$ cat src/logic/fpt_pkg.sv
// Behaviour
// When bit 0 of a fan drive setting is set, that fan output stays high.
// When bit 0 is clear, the duty cycle comes from the field in bits 6:1.
// With PWM selected and a zero duty field, the fan output stays low.
// Nonzero duty fields give duty cycles from 1.56 to 98.44 percent.
// The PWM period is set by the drive setting and fan control registers; the code takes it from the fan control rate field alone.
// The high time of each period ranges from 0.00033 ms up to 25.1 ms; the code reaches at most 5.32 ms (63 slots at rate 255).
// The tach counter ticks every 30.52 us times the divisor field value.
// Each tach pulse is half a revolution, at least 4 ticks, 3 high, 1 low.
// High time is the duty field over 64 of the PWM period.
package fpt_pkg;

  // ****************************************
  // Register map
  // ****************************************
  localparam logic [3:0] FPT_ADDR_DRIVE = 4'h0;
  localparam logic [3:0] FPT_ADDR_FANCTL = 4'h4;
  localparam logic [3:0] FPT_ADDR_TACH = 4'h8;
  localparam logic [3:0] FPT_ADDR_STAT = 4'hC;

  // ****************************************
  // Field layout and reset values
  // ****************************************
  localparam int FPT_FORCE_BIT = 0;
  localparam int FPT_DUTY_LSB = 1;
  localparam int FPT_DUTY_MSB = 6;
  localparam int FPT_RATE_LSB = 0;
  localparam int FPT_RATE_MSB = 7;
  localparam int FPT_TACH_CLOCK_DIVISOR_LSB = 8;
  localparam int FPT_TACH_CLOCK_DIVISOR_MSB = 11;
  localparam logic [7:0] FPT_DRIVE_RST = 8'h00;
  localparam logic [11:0] FPT_FANCTL_RST = 12'h1FF;

  // ****************************************
  // Timing
  // ****************************************
  localparam int FPT_CLK_MHZ = 200;
  // PWM slot base: 64 slots of 0.33 us -> 21 us least period
  localparam int FPT_SLOT_NS = 330;
  localparam int FPT_SLOT_CYC = (FPT_SLOT_NS * FPT_CLK_MHZ) / 1000;
  // Tach tick base, in ns
  localparam int FPT_TACH_NS = 30520;
  localparam int FPT_TACH_CYC = (FPT_TACH_NS * FPT_CLK_MHZ) / 1000;

endpackage

$ cat src/logic/fpt_pwm.sv
`timescale 1ns/1ps
`default_nettype none
module fpt_pwm
  import fpt_pkg::*;
(
  // Clock and reset
  input wire logic ref_clk,
  input wire logic rst_n,
  // Settings
  input wire logic [7:0] driveSetting,
  input wire logic [7:0] rateDiv,
  // Pin
  output logic fanOut
);

  // ****************************************
  // Slot prescaler: one pulse per 1/64 period
  // ****************************************
  logic [15:0] preCnt_r, preCnt_nxt;
  logic [7:0] rateCnt_r, rateCnt_nxt;
  logic [5:0] slot_r, slot_nxt;
  logic fanOut_nxt;
  logic baseTick;
  logic [5:0] duty;

  assign duty = driveSetting[FPT_DUTY_MSB:FPT_DUTY_LSB];

  // Next state; period = 64 slots of 0.33us*(rate+1)
  always_comb
  begin
    preCnt_nxt = preCnt_r + 16'h0001;
    baseTick = 1'b0;
    rateCnt_nxt = rateCnt_r;
    slot_nxt = slot_r;
    if (preCnt_r == 16'(FPT_SLOT_CYC - 1))
    begin
      preCnt_nxt = 16'h0000;
      baseTick = 1'b1;
    end
    if (baseTick)
    begin
      // Rate from fan control stretches the period
      if (rateCnt_r >= rateDiv)
      begin
        rateCnt_nxt = 8'h00;
        slot_nxt = slot_r + 6'h01;
      end
      else
        rateCnt_nxt = rateCnt_r + 8'h01;
    end
    // High for duty of 64 slots: 1/64 to 63/64
    if (driveSetting[FPT_FORCE_BIT])
      fanOut_nxt = 1'b1;
    else if (duty == 6'h00)
      fanOut_nxt = 1'b0;
    else
      fanOut_nxt = (slot_nxt < duty);
  end

  always_ff @(posedge ref_clk or negedge rst_n)
  begin
    if (!rst_n)
    begin
      preCnt_r <= 16'h0000;
      rateCnt_r <= 8'h00;
      slot_r <= 6'h00;
      fanOut <= 1'b0;
    end
    else
    begin
      preCnt_r <= preCnt_nxt;
      rateCnt_r <= rateCnt_nxt;
      slot_r <= slot_nxt;
      fanOut <= fanOut_nxt;
    end
  end

endmodule
`default_nettype wire

$ cat src/logic/fpt_tach.sv
`timescale 1ns/1ps
`default_nettype none
module fpt_tach
  import fpt_pkg::*;
(
  // Clock and reset
  input wire logic ref_clk,
  input wire logic rst_n,
  // Settings
  input wire logic [3:0] tachClockDivisor,
  // Sensor pin
  input wire logic tachIn,
  // Result
  output logic [15:0] tachCount,
  output logic tachValid
);

  // ****************************************
  // Tick divider and edge counter
  // ****************************************
  typedef enum logic [1:0] {
    FPT_T_WAITLOW = 2'b00,
    FPT_T_LOW = 2'b01,
    FPT_T_HIGH = 2'b10
  } fpt_tstate_t;

  fpt_tstate_t st_r, st_nxt;
  logic [12:0] baseCnt_r, baseCnt_nxt;
  logic [3:0] divCnt_r, divCnt_nxt;
  logic [15:0] run_r, run_nxt;
  logic [15:0] tachCount_nxt;
  logic tachValid_nxt;
  logic tachLast_r;
  logic tick;

  // Tick every 30.52us * divisor; divisor 0 treated as 1
  always_comb
  begin
    baseCnt_nxt = baseCnt_r + 13'h0001;
    divCnt_nxt = divCnt_r;
    tick = 1'b0;
    if (baseCnt_r == 13'(FPT_TACH_CYC - 1))
    begin
      baseCnt_nxt = 13'h0000;
      if (divCnt_r + 4'h1 >= tachClockDivisor)
      begin
        divCnt_nxt = 4'h0;
        tick = 1'b1;
      end
      else
        divCnt_nxt = divCnt_r + 4'h1;
    end
  end

  // Sample tach on ticks; count ticks per rising-edge pulse
  // Sensor must hold 3 ticks high, 1 low so no edge is missed
  always_comb
  begin
    st_nxt = st_r;
    run_nxt = run_r;
    tachCount_nxt = tachCount;
    tachValid_nxt = tachValid;
    if (tick)
    begin
      if (run_r != 16'hFFFF)
        run_nxt = run_r + 16'h0001;
      case (st_r)
        FPT_T_WAITLOW:
          if (!tachIn)
            st_nxt = FPT_T_LOW;
        FPT_T_LOW:
          if (tachIn && !tachLast_r)
          begin
            st_nxt = FPT_T_HIGH;
            run_nxt = 16'h0001;
          end
        FPT_T_HIGH:
          if (tachIn && !tachLast_r)
          begin
            // Half revolution measured in ticks
            tachCount_nxt = run_r;
            tachValid_nxt = 1'b1;
            run_nxt = 16'h0001;
          end
        default:
          st_nxt = FPT_T_WAITLOW;
      endcase
    end
  end

  always_ff @(posedge ref_clk or negedge rst_n)
  begin
    if (!rst_n)
    begin
      st_r <= FPT_T_WAITLOW;
      baseCnt_r <= 13'h0000;
      divCnt_r <= 4'h0;
      run_r <= 16'h0000;
      tachLast_r <= 1'b0;
      tachCount <= 16'hFFFF;
      tachValid <= 1'b0;
    end
    else
    begin
      st_r <= st_nxt;
      baseCnt_r <= baseCnt_nxt;
      divCnt_r <= divCnt_nxt;
      run_r <= run_nxt;
      if (tick)
        tachLast_r <= tachIn;
      tachCount <= tachCount_nxt;
      tachValid <= tachValid_nxt;
    end
  end

endmodule
`default_nettype wire

$ cat src/logic/fpt_fan_top.sv
`timescale 1ns/1ps
`default_nettype none
module fpt_fan_top
  import fpt_pkg::*;
(
  // Clock and reset
  input wire logic ref_clk,
  input wire logic rst_n,
  // Register port
  input wire logic [3:0] regAddr,
  input wire logic [31:0] regWdata,
  input wire logic regWr,
  input wire logic regRd,
  output logic [31:0] regRdata,
  // Fan pins
  output logic fanOut,
  input wire logic tachIn
);

  // ****************************************
  // Registers
  // ****************************************
  logic [7:0] driveSetting_r, driveSetting_nxt;
  logic [11:0] fanCtl_r, fanCtl_nxt;
  logic [31:0] regRdata_nxt;
  logic [15:0] tachCount;
  logic tachValid;
  logic pwmPin;

  // Software writes; unmapped writes ignored
  always_comb
  begin
    driveSetting_nxt = driveSetting_r;
    fanCtl_nxt = fanCtl_r;
    regRdata_nxt = 32'h00000000;
    if (regWr && regAddr == FPT_ADDR_DRIVE)
      driveSetting_nxt = regWdata[7:0];
    if (regWr && regAddr == FPT_ADDR_FANCTL)
      fanCtl_nxt = regWdata[11:0];
    // Read data valid only the cycle after the strobe
    if (regRd)
    begin
      case (regAddr)
        FPT_ADDR_DRIVE: regRdata_nxt = {24'h000000, driveSetting_r};
        FPT_ADDR_FANCTL: regRdata_nxt = {20'h00000, fanCtl_r};
        FPT_ADDR_TACH: regRdata_nxt = {16'h0000, tachCount};
        FPT_ADDR_STAT: regRdata_nxt = {30'h00000000, pwmPin, tachValid};
        default: regRdata_nxt = 32'h00000000;
      endcase
    end
  end

  always_ff @(posedge ref_clk or negedge rst_n)
  begin
    if (!rst_n)
    begin
      driveSetting_r <= FPT_DRIVE_RST;
      fanCtl_r <= FPT_FANCTL_RST;
      regRdata <= 32'h00000000;
      fanOut <= 1'b0;
    end
    else
    begin
      driveSetting_r <= driveSetting_nxt;
      fanCtl_r <= fanCtl_nxt;
      regRdata <= regRdata_nxt;
      fanOut <= pwmPin;
    end
  end

  // ****************************************
  // Engines
  // ****************************************
  // Output stage: pin follows PWM by one more flop
  fpt_pwm u_pwm (
    .ref_clk(ref_clk),
    .rst_n(rst_n),
    .driveSetting(driveSetting_r),
    .rateDiv(fanCtl_r[FPT_RATE_MSB:FPT_RATE_LSB]),
    .fanOut(pwmPin)
  );

  fpt_tach u_tach (
    .ref_clk(ref_clk),
    .rst_n(rst_n),
    .tachClockDivisor(fanCtl_r[FPT_TACH_CLOCK_DIVISOR_MSB:FPT_TACH_CLOCK_DIVISOR_LSB]),
    .tachIn(tachIn),
    .tachCount(tachCount),
    .tachValid(tachValid)
  );

endmodule
`default_nettype wire

$ cat config.mk
export PLATFORM = sky130hd
export DESIGN_NAME = fpt_fan_top
export DESIGN_NICKNAME = d
export VERILOG_FILES = /design/src/logic/fpt_pkg.sv /design/src/logic/fpt_pwm.sv /design/src/logic/fpt_tach.sv /design/src/logic/fpt_fan_top.sv
export SDC_FILE = /design/constraint.sdc
export NUM_CORES = 1
export LEC_CHECK = 0
export BUFFER_PORTS_ARGS = -buffer_cell sky130_fd_sc_hd__buf_2
export CAP_MARGIN = 0
export CORE_MARGIN = 8
export CORE_UTILIZATION = 63
export DETAILED_ROUTE_END_ITERATION = 7
export PLACE_DENSITY_LB_ADDON = 0.08
export SYNTH_ARGS = -nofsm -noshare
export SYNTH_HDL_FRONTEND = slang
export SYNTH_SLANG_ARGS = --single-unit
$ cat constraint.sdc
create_clock -name ref_clk -period 9.2 [get_ports ref_clk]
set_input_delay 0.92 -clock ref_clk [delete_from_list [all_inputs] [get_ports ref_clk]]
set_output_delay 0.92 -clock ref_clk [all_outputs]
set_load 0.05 [all_outputs]
[Yosys cells after proc, flatten, opt, wreduce, memory -nomap -nowiden]
Index checks and enable logic that the tools add are counted.
W data, S select, Z words.
Word-level totals
  bits in registers: 137
  bits in latches: 0
  memory bits (writable): 0
  ROM bits: 0
  input port bits: 41
  output and inout port bits: 33
  logic and storage cells: 64
  memories: 0
Operators by class
  $add $sub $neg: 6
  $mul: 0
  divide/modulo/power cells: 0
  $lt $le $gt $ge: 3
  eq/ne operators: 10
  shift-type cells: 0
  multiplexer cells: 19
  bitwise gates (word level): 1
  reduce and logical (&&, ||, !) cells: 10
Operators by type and width (count)
  $mux W16: 5
  $pmux W16 S4: 1
  $add A16 B1 Y16 const B: 2
  $eq A16 B7 Y1 const B: 1
  $ne A16 B16 Y1 const B: 1
  $add A13 B1 Y13 const B: 1
  $eq A13 B13 Y1 const B: 1
  $mux W13: 1
  $mux W6: 2
  $add A8 B1 Y8 const B: 1
  $eq A4 B4 Y1 const B: 2
  $ge A8 B8 Y1: 1
  $mux W8: 1
  $add A6 B1 Y6 const B: 1
  $logic_not A6 Y1: 1
  $lt A6 B6 Y1: 1
  $pmux W2 S3: 1
  $mux W1: 5
  $add A4 B1 Y4 const B: 1
  $eq A4 B3 Y1 const B: 1
  $ge A4 B4 Y1: 1
  $logic_not A4 Y1: 1
  $mux W2: 2
  $mux W4: 1
  11 further kinds: 13

[Logic depth before layout (Yosys ltp)]
Gate-level depths: netlist of the first run.
  word-level depth: 6
  depth in mapped cells: 13

[Cells and area by module]
From an unflattened synthesis of the first run, not the netlist that was laid out.
Unflattened totals
  cell total of the unflattened synthesis: 569
  area, all modules: 6313.6 µm²
By module, submodules not included
  fpt_tach: times used 1, cells each 260, area an instance 2756.4 µm², seq. area each 1346.3 µm²
  fpt_pwm: times used 1, cells each 182, area an instance 1836.8 µm², seq. area each 775.7 µm²
  fpt_fan_top: times used 1, cells each 127, area an instance 1720.4 µm², seq. area each 937.1 µm²

[Worst setup path after synthesis of the first run]
No wires, ideal clock.
  kind: register to register
  from: register fanCtl_r[3]
  to: register u_pwm.fanOut
  setup time: 0.128 ns
  arrival time: 2.892 ns
  data required time: 9.072 ns
  setup slack: 6.180 ns
  cell stages (with the launch flop): 14
  clock period less this slack: 3.020 ns
  path through: dfstp_2 -> inv_1 -> ha_1 -> o21a_1 -> nor3_1 -> o31ai_1 -> and2_1 -> mux2_2 -> ha_1 -> nand2_1 -> nor3_1 -> inv_1 -> nor4_1 -> nor3_1
Between the ends
  cells in the longest elaborated chain, start to end: 6
Ends and longest elaborated chain
  from (decl): RTL line fpt_fan_top.sv:24  | logic [11:0] fanCtl_r, fanCtl_nxt;
  from (signal assigned): RTL line fpt_fan_top.sv:65  | fanCtl_r <= fanCtl_nxt;
  $ge A8 B8 Y1: RTL line fpt_pwm.sv:43  | if (rateCnt_r >= rateDiv)
  $mux W6: RTL line fpt_pwm.sv:43
  $mux W6: RTL line fpt_pwm.sv:40  | if (baseTick)
  net u_pwm.slot_nxt[1]: RTL line fpt_pwm.sv:21  | logic [5:0] slot_r, slot_nxt;
  $lt A6 B6 Y1: RTL line fpt_pwm.sv:57  | fanOut_nxt = (slot_nxt < duty);
  $mux W1: RTL line fpt_pwm.sv:54  | else if (duty == 6'h00)
  $mux W1: RTL line fpt_pwm.sv:52  | if (driveSetting[FPT_FORCE_BIT])
  net u_pwm.fanOut_nxt: RTL line fpt_pwm.sv:22  | logic fanOut_nxt;
  to (signal assigned): RTL line fpt_pwm.sv:74  | fanOut <= fanOut_nxt;
  to (decl): RTL line fpt_pwm.sv:13  | output logic fanOut
The timed path passes the listed nets, and every way through them passes these cells.
A chain may end at the register's enable or synchronous reset.

[Worst setup path in the final report of the first run]
Same ends and word-level chain as after synthesis.

==> results of run 1 <==
-- layer usage --
layer | routed length (um) | part of all wire | GRT usage
met4 | 155 | 0.012 | 0.0884
met3 | 674 | 0.052 | 0.0509
met2 | 6700 | 0.52 | 0.371
met5 | 0 | 0 | 0
met1 | 5410 | 0.42 | 0.249
-- logic make-up (layout without fill, tap and decap cells) --
logic type      after synthesis  count (layout)  share of synthesized area
compound gates               90              90                     0.0981
xor+xnor                     30              30                     0.0425
fa+ha+maj                    28              28                     0.0566
buf+inv                      61             101                     0.0497
flops                       121             121                      0.494
mux                          52              52                      0.102
other cells                   1              16                   0.000606
simple gates                182             182                      0.156
-- cell usage in the layout (no fill, tap or decap), types with 5 or more instances in the layout --
master,netlist,layout
a211oi_1,5,5
a21oi_1,18,18
and2_1,8,8
and3_1,14,14
and4_1,6,6
buf_2,0,36
clkbuf_16,0,16
clkbuf_8,0,10
conb_1,1,16
dfrtp_1,96,96
dfstp_2,25,25
ha_1,28,28
inv_1,29,29
mux2_2,32,32
mux2_4,9,9
mux2i_1,9,9
nand2_1,26,26
nand3_1,32,32
nand4_1,14,14
nor2_1,42,42
nor2b_1,6,6
nor3_1,10,10
nor4_1,7,6
o211ai_1,5,5
o21ai_0,20,20
xnor2_1,16,16
xor2_1,14,14
-- cell type report --
type,count,area share
Inverter,29,0.0155
Sequential cell,121,0.436
Timing Repair Buffer,40,0.0299
Tap cell,133,0.0237
Multi-Input combinational cell,398,0.410
Clock inverter,6,0.00820
Clock buffer,26,0.0766
-- worst reg2reg max path, delay by kind of cell (launching register included) --
| family | cells | cell delay, ns |
|---|---|---|
| buf+inv | 2 | 0.15 |
| fa+ha+maj | 2 | 0.55 |
| flops | 1 | 0.55 |
| simple gates | 6 | 0.88 |
| mux | 1 | 0.37 |
| compound gates | 2 | 0.96 |
-- sequential cells by signal, indices dropped and copies added, names as in the netlist --
name / cells
regRdata: 16
u_pwm.preCnt_r: 16
u_tach.run_r: 16
u_tach.tachCount: 16
u_tach.baseCnt_r: 13
fanCtl_r: 12
driveSetting_r: 8
u_pwm.rateCnt_r: 8
u_pwm.slot_r: 6
u_tach.divCnt_r: 4
u_tach.st_r: 2
fanOut: 1
u_pwm.fanOut: 1
u_tach.tachLast_r: 1
u_tach.tachValid: 1
-- where the power goes --
part	total [mW]	internal, mW	switching, mW
registers	0.585	0.564	0.0217
logic	0.132	0.0458	0.0857
clock network	0.644	0.421	0.223
-- through the flow --
stage,cells,area [sq um]
after CTS,753,7020
after global placement,721,6430
after floorplan,580,6240
after detailed placement,721,6430
final,753,7020
after global routing,753,7020
-- worst max path at each step --
stage / cells after the start / slack [ns] / start / endpoint
floorplan: 13 / 6.18 / fanCtl_r[3] / u_pwm.fanOut
global placement: 12 / 5.75 / fanCtl_r[7] / u_pwm.fanOut
detailed placement: 12 / 5.74 / fanCtl_r[6] / u_pwm.fanOut
CTS: 12 / 5.65 / fanCtl_r[7] / u_pwm.fanOut
global route: 13 / 5.28 / fanCtl_r[3] / u_pwm.fanOut
finish: 13 / 5.62 / fanCtl_r[3] / u_pwm.fanOut
==> impl_metrics.py, run 1 <==
metrics = {
    "logic_synthesis": {
        "ys_top_cells_by_area": "dfrtp_1 (39%), dfstp_2 (11%), mux2_2 (5.8%)",
        "synth_top_area_frac": 0.388,
        "yosysTopAreaCell": "dfrtp_1",
        "synth_ff_type": "dfrtp_1",
        "seq_area_frac_synth": 0.494,
        "yosys_warnings": 0,
        "async_flop_share": 1.00,
        "synth-seq-cells": 121,
        "synthCells": 565,
        "ys_top_cells_by_count": "dfrtp_1 (96), nor2_1 (42), mux2_2 (32), nand3_1 (32), inv_1 (29)",
        "syn-cell-area_sq_um": 6190,
        "synth.avg_cell_area_sq_um": 11.0,
        "synth_cell_type_count": 61,
        "synth_edf_count": 0,
        "synthMostInstantiatedCell": "dfrtp_1",
    },
    "global_route": {
        "grt_pass1_wl_mm": 22.1,
        "grt_max_degree": 73,
        "grt_pass1_vias": 4578,
        "grt-ovfl-total": 0,
        "antenna_found_initial": 0,
        "grtUsageTotal": 0.214,
    },
    "drt": {
        "dr.pass1.iters": 5,
        "vias": 4369,
        "routed_wirelength_mm": 12.9,
        "drc": 0,
        "wl_per_cell_um": 17.2,
        "dr.first_iter.drc_count": 388,
        "drt.antenna.violating_nets": 0,
        "vias_per_cell": 5.80,
    },
    "placement": {
        "dp_slack_ns": 5.74,
        "numPortBuffers": 37,
        "globalplace.congestion": 0.910,
        "dp_hpwl_mm": 8.78,
    },
    "clock_tree": {
        "cts_made_buffers": 17,
        "ctsHoldBuffers": 0,
        "cts_setup_buffers": 0,
        "root_buffer": "clkbuf_8",
        "cts_tree": "yes",
        "clock-sinks": 121,
        "worstSkewPairLatency_ns": 0.53,
        "cts.repair.resized": 0,
        "clockBufferDepth": 2,
        "htree_levels": 4,
        "cts.clk_slew.worst_paths_ns": 0.06,
    },
    "timing": {
        "worst_slack_ns": 5.62,
        "rsz0062_at_grt": "false",
        "setup_viol": 0,
        "fmax_mhz": 279,
        "skew_ns": 0.00705,
        "setup_tns_ns": 0,
        "period_minus_slack_ns": 3.58,
        "relSlewSlack": 0.310,
        "fin_crit_sh": 0.389,
        "finalMaxSlewViolations": 0,
        "hold_slack_ns": 0.409,
        "final-hold-violation-count": 0,
        "worst_slew_pin_slew_ns": 1.03,
    },
    "die": {
        "io_pins": 74,
        "fp.dieW_um": 115,
        "die_y_um": 115,
        "core_area_sq_um": 9640,
        "row_count": 36,
        "start_util": 0.642,
        "die-area_sq_um": 13200,
    },
    "worst_setup_path": {
        "path_buf_inv": 2,
        "slowest_delay_ns": 0.85,
        "reg2reg_from": "fanCtl_r[3]",
        "cp_max_fo": 10,
        "end_kind": "flip-flop",
        "r2r_slack_ns": 5.62,
        "rr_endpoint": "u_pwm.fanOut",
        "worst_path_max_delay_cell": "o31ai_1",
        "critPathLaunchType": "flip-flop",
        "crit_chain": "inv_1 > ha_1 > o21a_1 > nor3_1 > o31ai_1 > and2_1 > mux2_2 > ha_1 > nand2_1 > nor3_1 > inv_1 > nor4_1 > nor3_1",
        "arrival_ns": 3.98,
        "path_common_cell": "nor3_1",
        "worst-r2r-cell-count": 13,
        "path_delay_family": "compound AO/OA/AOI/OAI gates",
        "path_class": "reg -> reg",
        "critPathRequiredTime_ns": 9.60,
    },
    "worst_hold_path": {
        "hold_class": "in -> async",
    },
    "finish": {
        "nNetsFinal": 676,
        "seqCellArea_sq_um": 3060,
        "drive_gt1_frac": 0.234,
        "nFillCells": 705,
        "syn2layout_area_growth_pct": 13.5,
        "antenna_cells": 0,
        "multi_input_area_sq_um": 2880,
        "post-route-util": 0.729,
    },
    "status": {
        "status": "finished clean",
    },
    "power_and_ir_drop": {
        "ir_drop_uv": 147,
        "p_leak_nw": 3.25,
        "p_total_mw": 1.36,
        "pwr_density_cell_nw_per_um2": 194,
    },
    "run": {
        "maxCapViolations": 0,
    },
}
No activity file was read; power rests on OpenSTA's default activity.
==> inputs of run 2 (changes only) <==
--- a/config.mk
+++ b/config.mk
@@ -8,7 +8,7 @@
 export BUFFER_PORTS_ARGS = -buffer_cell sky130_fd_sc_hd__buf_2
 export CAP_MARGIN = 0
 export CORE_MARGIN = 8
-export CORE_UTILIZATION = 63
+export CORE_UTILIZATION = 58
 export DETAILED_ROUTE_END_ITERATION = 7
 export PLACE_DENSITY_LB_ADDON = 0.08
 export SYNTH_ARGS = -nofsm -noshare
==> constraint.sdc (replaced) <==
create_clock -name ref_clk -period 3.3 [get_ports ref_clk]
set_input_delay 0.33 -clock ref_clk [delete_from_list [all_inputs] [get_ports ref_clk]]
set_output_delay 0.33 -clock ref_clk [all_outputs]
set_load 0.05 [all_outputs]
==> run 2 against run 1 <==
  * Clock-buffer cell count down 6
  * Sequential power rose to 2.8 times the previous value
  * Register-to-register slack got worse by 5.4 ns
  * Combinational power grew to 2.9 times the previous value
  * Worst setup slack got worse by 5.4 ns
  * Critical path type unchanged
  * Largest cell class unchanged
  * Global-route usage down 2.4 points
==> impl_metrics.py, run 2 (same netlist as run 1, synthesis figures left out) <==
metrics = {
    "timing": {
        "period_minus_slack_ns": 3.04,
        "fin_crit_sh": 0.921,
        "fmax_mhz": 329,
        "final-hold-violation-count": 0,
        "relSlewSlack": 0.461,
        "worst_slew_pin_slew_ns": 0.808,
        "hold_slack_ns": 0.0356,
        "skew_ns": 0.00794,
        "finalMaxSlewViolations": 0,
        "setup_tns_ns": 0,
        "rsz0062_at_grt": "false",
        "setup_viol": 0,
    },
    "status": {
        "status": "finished clean",
    },
    "clock_tree": {
        "cts.clk_slew.worst_paths_ns": 0.06,
        "cts_made_buffers": 17,
        "clockBufferDepth": 2,
        "worstSkewPairLatency_ns": 0.52,
        "cts_tree": "yes",
        "root_buffer": "clkbuf_8",
        "clock-sinks": 121,
        "htree_levels": 4,
    },
    "worst_setup_path": {
        "arrival_ns": 3.48,
        "critPathRequiredTime_ns": 3.74,
        "critPathLaunchType": "flip-flop",
        "cp_max_fo": 4,
        "path_class": "reg -> reg",
        "end_kind": "flip-flop",
    },
    "die": {
        "row_count": 37,
        "die-area_sq_um": 14200,
        "core_area_sq_um": 10300,
        "fp.dieW_um": 119,
        "die_y_um": 119,
        "start_util": 0.599,
        "io_pins": 74,
    },
    "finish": {
        "final_common_cell": "dfrtp_1",
        "fin_area_sq_um": 7100,
        "antenna_cells": 0,
        "seqCellArea_sq_um": 3060,
        "multi_input_area_sq_um": 2910,
        "drive_gt1_frac": 0.254,
        "syn2layout_area_growth_pct": 14.8,
        "nFillCells": 796,
        "layout_common_cells": "dfrtp_1 (96), nor2_1 (42), buf_2 (36), nand3_1 (32), mux2_2 (32)",
        "nNetsFinal": 689,
    },
    "global_route": {
        "grt-ovfl-total": 0,
        "grt_pass1_wl_mm": 21.9,
        "antenna_found_initial": 0,
        "grt_pass1_vias": 4507,
        "grt_max_degree": 65,
        "grtUsageTotal": 0.190,
    },
    "drt": {
        "drc": 0,
        "routed_wirelength_mm": 12.8,
        "dr.first_iter.drc_count": 367,
        "vias_per_cell": 5.75,
        "dr.pass1.iters": 5,
        "drt.antenna.violating_nets": 0,
        "vias": 4418,
        "wl_per_cell_um": 16.6,
    },
    "placement": {
        "globalplace.congestion": 0.899,
        "place_area_sq_um": 6500,
        "dp_hpwl_mm": 9.13,
        "numPortBuffers": 37,
    },
    "run": {
        "maxCapViolations": 0,
    },
    "power_and_ir_drop": {
        "pwr_density_cell_nw_per_um2": 519,
        "ir_drop_uv": 366,
        "p_leak_nw": 3.28,
    },
    "worst_hold_path": {
        "hold_class": "in -> reg",
    },
}
[run 2: through the flow]
| stage | cells | power (mW) | utilization | setup WS [ns] |
|---|---|---|---|---|
| after floorplan | 580 | 1.90 | - | 0.280 |
| after global placement | 733 | 2.00 | 0.629 | 0.282 |
| after detailed placement | 733 | 2.02 | 0.629 | 0.156 |
| after CTS | 766 | 3.72 | 0.683 | 0.105 |
| after global routing | 769 | 3.84 | 0.688 | 0.00844 |
| final | 769 | 3.69 | 0.688 | 0.261 |
[run 2: power breakdown]
part / total [mW] / leakage [nW] / internal [mW] / switching, mW
Sequential: 1.63 / 1.51 / 1.57 / 0.0548
Combinational: 0.380 / 1.51 / 0.139 / 0.241
Clock: 1.68 / 0.258 / 1.03 / 0.654
[run 2: worst paths after layout]
check | cells after the start | start | slack (ns) | end
min in group asynchronous | 2 | rst_n | 0.43 | u_pwm.slot_r[5]
setup / recovery | 13 | fanCtl_r[1] | 0.26 | u_pwm.fanOut
setup reg to reg | 13 | fanCtl_r[1] | 0.26 | u_pwm.fanOut
hold / removal | 2 | regWdata[10] | 0.04 | fanCtl_r[10]
max in group asynchronous | 3 | rst_n | 1.99 | u_tach.tachCount[11]
hold reg to reg | 0 | u_pwm.fanOut | 0.40 | fanOut
[run 2: worst max-delay path, stage by stage, from the launching register on]
cell	delay, ns
dfstp_2	0.55
inv_1	0.05
ha_1	0.18
or4_1	0.54
a21oi_2	0.15
o21a_2	0.19
nor4b_2	0.06
xor2_1	0.26
ha_1	0.30
nand3_1	0.13
o22ai_1	0.10
a311oi_1	0.21
o22ai_1	0.11
nor3_1	0.13
[run 2: layer usage]
layer,vias to the layer above,GRT usage,share of wire
li1,2120,-,-
met1,2159,0.233,0.45
met2,121,0.310,0.49
met3,18,0.0534,0.044
met4,0,0.0791,0.017
met5,-,0,0
[run 2: layout make-up]
type                       instances  share of cell area
multi-input combinational        398               0.409
timing repair buffer              53              0.0437
clock buffer                      20              0.0627
inverter                          29              0.0153
tap                              136              0.0240
clock inverter                    12              0.0143
sequential                       121               0.431
[run 2: timing repair]
action / CTS / global route
resized for setup: 0 / 5
buffers inserted: 0 / 3
hold endpoints to repair: 42 / 0
hold buffers: 1 / 0
endpoints found under the setup margin: 0 / 1
==> inputs of run 3 (changes only) <==
--- a/config.mk
+++ b/config.mk
@@ -10,7 +10,7 @@
 export CORE_MARGIN = 8
 export CORE_UTILIZATION = 58
 export DETAILED_ROUTE_END_ITERATION = 7
-export PLACE_DENSITY_LB_ADDON = 0.08
+export PLACE_DENSITY = 0.91
 export SYNTH_ARGS = -nofsm -noshare
 export SYNTH_HDL_FRONTEND = slang
 export SYNTH_SLANG_ARGS = --single-unit
==> run 3 against run 2 <==
  * Combinational power about the same
  * First-iteration DRC count is 45% higher
  * Hold slack lost 0.0057 ns
  * Clock-buffer cell count rose by 1
  * Sequential power barely moved
  * Via count up 4.3%
  * Cell count decreased by 0.91%
  * Worst setup slack worse by 0.11 ns
  * Non-clock buffer count down 7
  * Fmax shrank 3.6%
  * Design area is 1.0% higher
  * Clock power rose by 24%
==> impl_metrics.py, run 3 (same netlist as run 1, synthesis figures left out) <==
metrics = {
    "status": {
        "status": "finished clean",
    },
    "worst_hold_path": {
        "hold_end": "fanCtl_r[9]",
        "hold_class": "in -> reg",
        "hold_path_depth": 2,
        "min-delay-start": "regWdata[9]",
    },
    "timing": {
        "relSlewSlack": 0.405,
        "setup_viol": 0,
        "period_minus_slack_ns": 3.15,
        "final-hold-violation-count": 0,
        "setup_tns_ns": 0,
        "skew_ns": 0.00960,
        "hold_slack_ns": 0.0299,
        "finalMaxSlewViolations": 0,
        "fmax_mhz": 317,
        "fin_crit_sh": 0.955,
        "worst_slew_pin_slew_ns": 0.892,
    },
    "clock_tree": {
        "htree_levels": 4,
        "worstSkewPairLatency_ns": 0.53,
        "clockBufferDepth": 2,
        "cts_tree": "yes",
        "root_buffer": "clkbuf_8",
        "cts.clk_slew.worst_paths_ns": 0.06,
        "cts_made_buffers": 17,
        "cts_setup_buffers": 0,
        "clock-sinks": 121,
    },
    "global_route": {
        "grt_pass1_vias": 4811,
        "grt_pass1_wl_mm": 23.8,
        "grt-ovfl-total": 0,
        "antenna_found_initial": 0,
        "grtUsageTotal": 0.207,
        "grt_max_degree": 72,
    },
    "power_and_ir_drop": {
        "pwr-share-comb": 0.093,
        "p_sw_frac": 0.237,
        "p_int_mw": 3.13,
        "ir_drop_uv": 544,
        "p_sw_mw": 0.973,
        "pwr_density_cell_nw_per_um2": 572,
        "seqPwrFrac": 0.397,
        "p_leak_nw": 3.31,
        "power_frac_clock": 0.509,
    },
    "drt": {
        "dr.pass1.iters": 5,
        "vias_per_cell": 6.04,
        "drt.antenna.violating_nets": 0,
        "dr.first_iter.drc_count": 531,
        "vias": 4606,
        "routed_wirelength_mm": 14.3,
        "wl_per_cell_um": 18.7,
        "drc": 0,
    },
    "worst_setup_path": {
        "end_kind": "flip-flop",
        "reg2reg_from": "fanCtl_r[1]",
        "worst-r2r-cell-count": 13,
        "setup.worst_path.start": "fanCtl_r[1]",
        "path_class": "reg -> reg",
        "r2r_slack_ns": 0.15,
        "cp_max_fo": 3,
        "arrival_ns": 3.56,
        "critPathRequiredTime_ns": 3.70,
        "critPathLaunchType": "flip-flop",
        "rr_endpoint": "u_pwm.fanOut",
    },
    "finish": {
        "layout_common_cells": "dfrtp_1 (96), nor2_1 (42), buf_2 (36), nand3_1 (32), mux2_2 (32)",
        "final_common_cell": "dfrtp_1",
        "nNetsFinal": 682,
        "antenna_cells": 0,
        "syn2layout_area_growth_pct": 16.0,
        "drive_gt1_frac": 0.243,
    },
    "run": {
        "maxCapViolations": 0,
    },
    "placement": {
        "numPortBuffers": 37,
        "globalplace.congestion": 0.903,
        "dp_hpwl_mm": 9.80,
    },
    "die": {
        "core_area_sq_um": 10300,
        "die-area_sq_um": 14200,
        "fp.dieW_um": 119,
        "row_count": 37,
        "die_y_um": 119,
        "start_util": 0.599,
        "io_pins": 74,
    },
}
run 3: changes by cell type in the layout (fill, tap and decap cells not counted), sizes merged:
cell      before  now
bufinv         1    6
clkbuf        20   21
buf           52   45
clkinvlp       5    2
clkinv         6    3
run 3: repair_timing:
| item | 4_1_cts | 5_1_grt |
|---|---|---|
| endpoints found under the setup margin | 0 | 1 |
| endpoints found under the hold margin | 56 | 0 |
| hold buffers | 1 | 0 |
| gates resized for setup | 0 | 4 |
run 3: through the flow:
| stage | instance area [sq um] | util | instances | setup WS (ns) | power [mW] |
|---|---|---|---|---|---|
| after CTS | 7160 | 0.693 | 762 | 0.121 | 4.12 |
| after floorplan | 6240 | - | 580 | 0.280 | 1.90 |
| after global routing | 7170 | 0.695 | 762 | -0.0659 | 4.23 |
| after global placement | 6480 | 0.628 | 729 | 0.199 | 2.00 |
| after detailed placement | 6480 | 0.628 | 729 | 0.139 | 2.02 |
| final | 7170 | 0.695 | 762 | 0.149 | 4.10 |
run 3: metal layers:
metal | wire length [um] | GRT usage
met5 | 0 | 0
met4 | 296 | 0.0806
met3 | 616 | 0.0501
met2 | 7730 | 0.369
met1 | 5630 | 0.233
run 3: area by class of cell:
cell class                      count  area [sq um]
Fill cell                         682          3150
Inverter                           29           109
Clock inverter                     11           218
Multi-Input combinational cell    398          2900
Timing Repair Buffer               46           270
Clock buffer                       21           449
Tap cell                          136           170
Sequential cell                   121          3060
run 3: worst max-delay path: stages, from the launching register on:
cell and delay (ns):
dfstp_2 0.54, inv_1 0.06, ha_1 0.19, or4_1 0.55, a21oi_2 0.17, o31ai_1 0.14, and2_1 0.22, mux2_2 0.30
ha_1 0.27, nand2_1 0.06, nor3_2 0.14, inv_1 0.08, nor4_1 0.20, nor3_1 0.10
run 3: worst max path at each step:
stage	endpoint	slack, ns	cells past startpoint
after floorplan	u_pwm.fanOut	0.28	13
after global placement	u_pwm.fanOut	0.20	13
after detailed placement	u_pwm.fanOut	0.14	13
after CTS	u_pwm.fanOut	0.12	13
after global routing	u_pwm.fanOut	-0.07	13
final	u_pwm.fanOut	0.15	13
run 3: power by group through the flow:
| stage | Clock, mW | Sequential (mW) | Combinational [mW] |
|---|---|---|---|
| final | 2.09 | 1.63 | 0.383 |
| after global routing | 2.18 | 1.64 | 0.421 |
| after CTS | 2.11 | 1.63 | 0.378 |
| after detailed placement | 0 | 1.65 | 0.372 |
| after global placement | 0 | 1.64 | 0.352 |
| after floorplan | 0 | 1.65 | 0.255 |
